$ cat config.mk
export PLATFORM = sky130hd
export DESIGN_NAME = sma_host
export DESIGN_NICKNAME = d
export VERILOG_FILES = /design/src/rtl/sma_pkg.sv /design/src/rtl/sma_host.sv
export SDC_FILE = /design/constraint.sdc
export NUM_CORES = 1
export LEC_CHECK = 0
export BUFFER_PORTS_ARGS = -buffer_cell sky130_fd_sc_hd__buf_2
export CORE_AREA = 2 2 120 122
export DETAILED_ROUTE_END_ITERATION = 16
export DIE_AREA = 0 0 122 124
export GPL_ROUTABILITY_DRIVEN = 0
export GPL_TIMING_DRIVEN = 0
export PLACE_DENSITY = 0.8
export SETUP_SLACK_MARGIN = 0.3
export SYNTH_ARGS = -nofsm -noshare
export SYNTH_HDL_FRONTEND = slang
export SYNTH_SLANG_ARGS = --single-unit
$ cat constraint.sdc
create_clock -name clk_i -period 2.1 [get_ports clk_i]
set_input_delay 0.525 -clock clk_i [delete_from_list [all_inputs] [get_ports clk_i]]
set_output_delay 0.525 -clock clk_i [all_outputs]
set_load 0.05 [all_outputs]
$ cat src/rtl/sma_pkg.sv
// Shared constants and types for the secure memory command host.
package sma_pkg;
   // Command bytes sent after a start condition.
   localparam logic [7:0] CMD_RD_CFG = 8'hB5;
   localparam logic [7:0] CMD_PWD = 8'hB3;
   localparam logic [7:0] CMD_IAUTH = 8'hB6;
   localparam logic [7:0] CMD_VAUTH = 8'hB7;
   // Configuration zone addresses of the attempts counters.
   localparam logic [7:0] PWD_CNT_BASE = 8'h40;
   localparam logic [7:0] AUTH_CNT_ADDR = 8'h20;
   // Payload sizes in bytes, the selector byte counted for passwords.
   localparam logic [3:0] PWD_BYTES = 4'h4;
   localparam logic [3:0] AUTH_BYTES = 4'h8;
   // Timing: one quarter of a serial clock period.
   localparam int CLK_NS = 40;
   localparam int SCL_QTR_NS = 250;
   localparam int QTR_CYC = (SCL_QTR_NS + CLK_NS - 1) / CLK_NS;
   // Operations the user side may request.
   typedef enum logic [1:0] {
      OP_PWD = 2'b00,
      OP_IAUTH = 2'b01,
      OP_VAUTH = 2'b10
   } sma_op_type;
   // Bit level states of the serial engine.
   typedef enum logic [2:0] {
      ST_IDLE = 3'b000,
      ST_START = 3'b001,
      ST_BYTE = 3'b010,
      ST_STOP = 3'b011,
      ST_DONE = 3'b100
   } sma_st_type;
   // Byte level stage inside one operation.
   typedef enum logic [2:0] {
      SG_CMD = 3'b000,
      SG_DATA = 3'b001,
      SG_POLL = 3'b010,
      SG_ADDR = 3'b011,
      SG_READ = 3'b100
   } sma_sg_type;
   // A request: operation, password selector and payload.
   typedef struct packed {
      sma_op_type op;
      logic [3:0] sel;
      logic [63:0] data;
   } sma_cmd_type;
   // An answer: error flag and the attempts counter read back.
   typedef struct packed {
      logic err;
      logic [7:0] cnt;
   } sma_res_type;
endpackage : sma_pkg

$ cat src/rtl/sma_host.sv
// Host controller that runs password and authentication commands.
// What this block does
// - Password command: 3 bytes plus rppp selector.
// - Poll read address, then send counter address.
// - Initialize authentication carries 8-byte random number.
// - No poll or counter read after initialize; done follows its stop.
// - Verify authentication carries 8-byte challenge.
// - Read authentication counter after polling read address.
// - Data changes only while clock low, except at start and stop.
// - Start: data falls, clock high, every command.
// - Missing host acknowledge ends a read.
// - Poll until device acknowledges finished write; error after POLL_LIMIT busy retries.
// - Clock held low while bus idle.
// - Bytes travel most significant bit first.
`timescale 1ns/1ps
module sma_host
   import sma_pkg::*;
#(
   parameter int POLL_LIMIT = 1000
) (
   input wire logic clk_i,
   input wire logic rstn_i,
   input wire logic cmd_valid_i,
   input wire sma_cmd_type cmd_i,
   output logic cmd_ready_o,
   output logic done_o,
   output sma_res_type res_o,
   output logic scl_o,
   input wire logic sda_i,
   output logic sda_o,
   output logic sda_oe_o
);
   // Divider that paces the serial clock in quarter periods.
   logic [7:0] div_q;
   logic tick;
   // Two stage synchroniser for the data pin.
   logic sda_m_q;
   logic sda_s_q;
   // Engine state.
   sma_st_type st_q;
   sma_sg_type sg_q;
   sma_op_type op_q;
   logic [1:0] ph_q;
   logic [3:0] bit_q;
   logic [7:0] sh_q;
   logic [63:0] dat_q;
   logic [3:0] cnt_q;
   logic [7:0] addr_q;
   logic rb_q;
   logic fin_q;
   logic [15:0] poll_q;
   // Pin and user side registers.
   logic scl_q;
   logic scl_d;
   logic oe_q;
   logic oe_d;
   logic sda_q;
   logic rdy_q;
   logic done_q;
   sma_res_type res_q;
   // End of the last quarter of an acknowledge slot.
   logic t_end;
   logic ack_ok;

   assign tick = (div_q == 8'(QTR_CYC - 1));
   assign t_end = tick && st_q == ST_BYTE && bit_q == 4'h8 && ph_q == 2'd3;
   assign ack_ok = !sda_s_q;

   // The divider free-runs; a phase lasts QTR_CYC clocks, the quarter period rounded up.
   always_ff @(posedge clk_i or negedge rstn_i) begin
      if (!rstn_i) begin
         div_q <= 8'h00;
      end else if (tick) begin
         div_q <= 8'h00;
      end else begin
         div_q <= div_q + 8'h01;
      end
   end

   // The pin is asynchronous to us, so only the second flop is read.
   always_ff @(posedge clk_i or negedge rstn_i) begin
      if (!rstn_i) begin
         sda_m_q <= 1'b1;
         sda_s_q <= 1'b1;
      end else begin
         sda_m_q <= sda_i;
         sda_s_q <= sda_m_q;
      end
   end

   // Pin levels per state and phase. Outside start and stop, data moves only in the second
   // low quarter, so it never changes on the edge where the clock falls.
   always_comb begin
      scl_d = 1'b0;
      oe_d = oe_q;
      case (st_q)
         ST_START: begin
            scl_d = (ph_q == 2'd1) || (ph_q == 2'd2);
            if (ph_q == 2'd0) begin
               oe_d = 1'b0;
            end else if (ph_q == 2'd2) begin
               oe_d = 1'b1;
            end
         end
         ST_BYTE: begin
            scl_d = ph_q[1];
            if (ph_q == 2'd1) begin
               if (bit_q == 4'h8 || sg_q == SG_READ) begin
                  oe_d = 1'b0;
               end else begin
                  oe_d = !sh_q[7];
               end
            end
         end
         ST_STOP: begin
            scl_d = ph_q[1];
            if (ph_q == 2'd1) begin
               oe_d = 1'b1;
            end else if (ph_q == 2'd3) begin
               oe_d = 1'b0;
            end
         end
         default: begin
            scl_d = 1'b0;
            oe_d = 1'b0;
         end
      endcase
   end

   // Pin outputs come from flops; the pin is open drain, so only the
   // enable moves and the driven level is always low.
   always_ff @(posedge clk_i or negedge rstn_i) begin
      if (!rstn_i) begin
         scl_q <= 1'b0;
         oe_q <= 1'b0;
         sda_q <= 1'b0;
      end else begin
         scl_q <= scl_d;
         oe_q <= oe_d;
         sda_q <= 1'b0;
      end
   end

   // Operation sequencer: start, command byte, payload, stop, then an
   // optional poll and counter read-back.
   always_ff @(posedge clk_i or negedge rstn_i) begin
      if (!rstn_i) begin
         st_q <= ST_IDLE;
         sg_q <= SG_CMD;
         op_q <= OP_PWD;
         ph_q <= 2'd0;
         bit_q <= 4'h0;
         sh_q <= 8'h00;
         dat_q <= 64'h0;
         cnt_q <= 4'h0;
         addr_q <= 8'h00;
         rb_q <= 1'b0;
         fin_q <= 1'b0;
         poll_q <= 16'h0000;
         rdy_q <= 1'b0;
         done_q <= 1'b0;
         res_q <= '0;
      end else begin
         done_q <= 1'b0;
         case (st_q)
            ST_IDLE: begin
               rdy_q <= 1'b1;
               if (cmd_valid_i && rdy_q) begin
                  // Accept one request; the payload is shifted out later.
                  rdy_q <= 1'b0;
                  op_q <= cmd_i.op;
                  sg_q <= SG_CMD;
                  ph_q <= 2'd0;
                  fin_q <= 1'b0;
                  poll_q <= 16'h0000;
                  res_q <= '0;
                  st_q <= ST_START;
                  if (cmd_i.op == OP_PWD) begin
                     // Selector byte first, then the password value.
                     dat_q <= {4'h0, cmd_i.sel, cmd_i.data[23:0], 32'h0};
                     cnt_q <= PWD_BYTES;
                     addr_q <= PWD_CNT_BASE + {4'h0, cmd_i.sel};
                     rb_q <= 1'b1;
                  end else begin
                     dat_q <= cmd_i.data;
                     cnt_q <= AUTH_BYTES;
                     addr_q <= AUTH_CNT_ADDR;
                     rb_q <= (cmd_i.op == OP_VAUTH);
                  end
               end
            end
            ST_START: begin
               if (tick) begin
                  ph_q <= ph_q + 2'd1;
                  if (ph_q == 2'd3) begin
                     st_q <= ST_BYTE;
                     bit_q <= 4'h0;
                     if (sg_q == SG_POLL) begin
                        sh_q <= CMD_RD_CFG;
                     end else if (op_q == OP_PWD) begin
                        sh_q <= CMD_PWD;
                     end else if (op_q == OP_IAUTH) begin
                        sh_q <= CMD_IAUTH;
                     end else begin
                        sh_q <= CMD_VAUTH;
                     end
                  end
               end
            end
            ST_BYTE: begin
               if (tick) begin
                  ph_q <= ph_q + 2'd1;
                  if (ph_q == 2'd3 && bit_q != 4'h8) begin
                     // Shift out the sent bit, or shift in a read bit.
                     sh_q <= {sh_q[6:0], sda_s_q};
                     bit_q <= bit_q + 4'h1;
                  end
               end
               if (t_end) begin
                  bit_q <= 4'h0;
                  case (sg_q)
                     SG_CMD, SG_POLL: begin
                        if (!ack_ok) begin
                           // Device still busy: stop and poll again.
                           st_q <= ST_STOP;
                           poll_q <= poll_q + 16'h0001;
                           if (poll_q == 16'(POLL_LIMIT)) begin
                              fin_q <= 1'b1;
                              res_q.err <= 1'b1;
                           end
                        end else if (sg_q == SG_CMD) begin
                           sg_q <= SG_DATA;
                           sh_q <= dat_q[63:56];
                           dat_q <= {dat_q[55:0], 8'h00};
                           cnt_q <= cnt_q - 4'h1;
                        end else begin
                           sg_q <= SG_ADDR;
                           sh_q <= addr_q;
                        end
                     end
                     SG_DATA: begin
                        if (!ack_ok) begin
                           st_q <= ST_STOP;
                           fin_q <= 1'b1;
                           res_q.err <= 1'b1;
                        end else if (cnt_q == 4'h0) begin
                           st_q <= ST_STOP;
                           fin_q <= !rb_q;
                           sg_q <= SG_POLL;
                           poll_q <= 16'h0000;
                        end else begin
                           sh_q <= dat_q[63:56];
                           dat_q <= {dat_q[55:0], 8'h00};
                           cnt_q <= cnt_q - 4'h1;
                        end
                     end
                     SG_ADDR: begin
                        if (!ack_ok) begin
                           st_q <= ST_STOP;
                           fin_q <= 1'b1;
                           res_q.err <= 1'b1;
                        end else begin
                           sg_q <= SG_READ;
                           sh_q <= 8'h00;
                        end
                     end
                     default: begin
                        // One byte read, left unacknowledged to end it.
                        res_q.cnt <= sh_q;
                        st_q <= ST_STOP;
                        fin_q <= 1'b1;
                     end
                  endcase
               end
            end
            ST_STOP: begin
               if (tick) begin
                  ph_q <= ph_q + 2'd1;
                  if (ph_q == 2'd3) begin
                     st_q <= fin_q ? ST_DONE : ST_START;
                  end
               end
            end
            default: begin
               done_q <= 1'b1;
               st_q <= ST_IDLE;
            end
         endcase
      end
   end

   assign cmd_ready_o = rdy_q;
   assign done_o = done_q;
   assign res_o = res_q;
   assign scl_o = scl_q;
   assign sda_o = sda_q;
   assign sda_oe_o = oe_q;
endmodule : sma_host

==> results.yml <==
routing:
  first_pass_iters: 14
  post_drt_wl_per_cell_microns: 26.0
  via_per_inst: 7.09
  drc: 0
  vias: 8377
  ant_nets: 0
  first_iter_violations: 1443
  wirelength_microns: 30700
global_routing:
  grt_pass1_wl_microns: 41700
  grtUsageMet2_pct: 58.6
  grt_pass1_vias: 7926
  globalRoute.totalOverflow: 0
  use_met3_pct: 10.3
  track_usage_pct: 36.7
  use_met1_pct: 42.1
  grt_max_degree: 78
  grt_busiest_layer: "met2"
  antenna_found_initial: 0
setup_path:
  cp_max_fo: 3
  worstSetupPathType: "flip-flop to flip-flop"
  cp-endpoint: "sh_q[4]"
  critPathArrivalTime_ns: 2.76
  startpoint: "div_q[0]"
  cp_slowest_cell: "or4b_4"
  crit_top_cell: "buf_6"
  crit_required_ns: 2.45
  r2r_end: "sh_q[4]"
  reg2reg_from: "div_q[0]"
  cp_cell_sequence: "inv_1 -> ha_2 -> or4b_4 -> buf_8 -> buf_6 -> buf_6 -> nor4_4 -> nand4_1 -> a31oi_1 -> a2bb2oi_1"
  slowest_delay_ns: 0.47
  rrSetupSlack_ns: -0.31
  start_kind: "flip-flop"
  setup.worst_path.end_class: "flip-flop"
  r2r.worst_path.cells: 10
timing:
  finalSetupViolCount: 108
  drv_slew: 0
  fmax_mhz: 416
  fin_ws_ns: -0.306
  hold_viol_final: 0
  tns_ns: -18.76
  skew_ns: 0.00920
  relSlewSlack_pct: 48.8
  worst_pin_slew_ns: 0.767
  fin_crit_ns: 2.41
  fin_hold_ws_ns: 0.0728
  post-route-period-util_pct: 115
  rsz0062_at_grt: "true"
yosys:
  syn_nets: 898
  yosys_warnings: 0
  synth.area.top_cells: "dfrtp_1 47%, o21ai_0 8.3%, nand2_1 6.9%, a21oi_1 4.6%, a22oi_1 3.5%"
  yosysUniqueCellTypes: 75
  synth.top_cell.area_share_pct: 47.0
  syn_avg_cell_area_sq_um: 8.86
  synth-async-reset-ratio_pct: 100
  syn_area_sq_mm: 0.00719
  synth_top_flop_cell: "dfrtp_1"
  synth-edff-count: 0
  synth.largest_area_cell: "dfrtp_1"
  synth_cells: 812
  ys_ff_latch: 137
  yosysSeqAreaShare_pct: 47.7
floorplanning:
  dieArea_sq_mm: 0.0151
  core-area_sq_mm: 0.0137
  fp-row-count: 43
  ios: 88
  die_w_microns: 122
  die-height_microns: 124
  start_util_pct: 52.4
clock_tree:
  numCtsBuffers: 17
  cts_tree: "done"
  clk_latency_ns: 0.44
  root_buffer: "clkbuf_16"
  clock-sinks: 137
  cts_buffer_depth: 2
  clk_pin_slew_ns: 0.06
  htreeDepth: 4
finish:
  nFillCells: 709
  num_antenna_cells: 0
  drive_above_1_share_pct: 43.5
  area_delta_synth_final_pct: 51.6
  fin_nets: 1075
  regArea_sq_mm: 0.00344
  multi_input_comb_area_sq_mm: 0.00457
pwr:
  leakagePower_uw: 0.00474
  cellPowerDensity_mw_per_mm2: 1200
  ir_drop_mv: 0.975
placement:
  dpl.hpwl_microns: 14700
  port_buffers: 86
outcome:
  violations: "setup timing"
  status: "complete, but fails checks"
job:
  drv_cap: 0
hold_path:
  min_path_type: "primary input to async pin"
worst min-delay path by stage:
stage | start | to | slack [ns] | depth (start not counted)
floorplan | rstn_i | addr_q[0] | 0.23 | 0
global placement | sda_m_q | sda_s_q | 0.35 | 0
detailed placement | sda_m_q | sda_s_q | 0.35 | 0
CTS | rstn_i | poll_q[13] | 0.10 | 1
global route | rstn_i | poll_q[13] | 0.12 | 1
finish | rstn_i | poll_q[13] | 0.07 | 1
metal layers:
layer  part of all wire, %  wire [microns]
met5                     0               0
met4                   8.9            2720
met3                    11            3530
met2                    46           14200
met1                    33           10300
report_power, final:
group / internal, uW / leakage (uW) / switching [uW] / total (uW)
sequential: 3440 / 0.00177 / 933 / 4370
clock: 1990 / 0.000297 / 1270 / 3270
combinational: 2440 / 0.00267 / 2990 / 5430
total: 7880 / 0.00474 / 5200 / 13100
cells in the final DEF (no fill, tap or decap), types with 9 or more instances in the layout:
| cell type | count |
|---|---|
| nand2_4 | 37 |
| clkbuf_1 | 14 |
| nand3_1 | 13 |
| nand2_1 | 75 |
| buf_8 | 9 |
| nor3_1 | 11 |
| a22oi_1 | 33 |
| buf_2 | 88 |
| a21oi_1 | 62 |
| clkbuf_8 | 11 |
| a22o_1 | 14 |
| buf_16 | 9 |
| o21ai_1 | 35 |
| buf_4 | 32 |
| nand2_2 | 19 |
| o21ai_0 | 37 |
| inv_1 | 14 |
| clkbuf_16 | 25 |
| clkbuf_2 | 13 |
| buf_6 | 25 |
| dfrtp_1 | 130 |
| o21ai_2 | 48 |
| nor2_1 | 35 |
cell families (layout without fill, tap and decap cells):
group / after synthesis / after routing / synth area share [%]
XOR/XNOR: 9 / 9 / 1.10
adder cells (fa/ha/maj): 12 / 12 / 2.09
AND/OR/NAND/NOR: 272 / 272 / 18.6
multiplexers: 4 / 4 / 0.557
buffers and inverters: 78 / 268 / 4.40
AO/OA/AOI/OAI: 299 / 299 / 25.5
other: 1 / 1 / 0.0521
flip-flops: 137 / 137 / 47.7
synthesized netlist by cell type, drive strengths merged (5+ instances only):
master,count
xnor2,8
o21ai,126
and3,5
ha,12
or3,6
a22o,14
or3b,5
inv,16
nor3,18
nand4,5
nor4,8
clkbuf,48
buf,14
o31ai,9
a22oi,34
nand2,133
a21oi,66
a31oi,7
nand3,18
nor2,41
dfrtp,135
registers in the layout, summed over array words and instances, names as in the netlist, 2 cells and up:
register,count
res_o,9
sg_q,3
div_q,8
poll_q,16
ph_q,2
addr_q,6
st_q,3
cnt_q,4
dat_q,64
op_q,2
bit_q,4
sh_q,8
stage by stage:
stage	worst slack, ns	power (uW)	utilization (%)	cell area [sq um]	cells
3_3_place_gp	-1.69	7040	59.1	8110	1078
4_1_cts	-0.250	11700	73.8	10100	1169
5_1_grt	-0.383	13400	79.5	10900	1182
6_report	-0.306	13100	79.5	10900	1182
2_1_floorplan	-0.0579	6190	-	7450	812
3_5_place_dp	-0.676	7160	59.3	8140	1079
final cells by class:
type | count | area share, %
Buffer | 62 | 5.90
Clock buffer | 18 | 3.94
Clock inverter | 14 | 1.80
Inverter | 16 | 0.551
Multi-Input combinational cell | 597 | 41.9
Sequential cell | 137 | 31.5
Tap cell | 180 | 2.07
Timing Repair Buffer | 158 | 12.3
what timing repair did:
action | in CTS | in global routing
buffers inserted | 43 | 11
hold buffers | 0 | 0
gates resized for setup | 184 | 177
cloned | 15 | 2
pin swaps | 41 | 35
hold endpoints to repair | 0 | 0
setup endpoints to repair | 121 | 126
worst max-delay path, delay by kind of cell (launching register included):
| kind | cells | cell delay, ns |
|---|---|---|
| DFF | 1 | 0.38 |
| adders and majority gates | 1 | 0.18 |
| buffers and inverters | 4 | 0.46 |
| and+or+nand+nor | 3 | 0.83 |
| AOI/OAI and AO/OA | 2 | 0.47 |
Power figures use the tool's default switching activity.
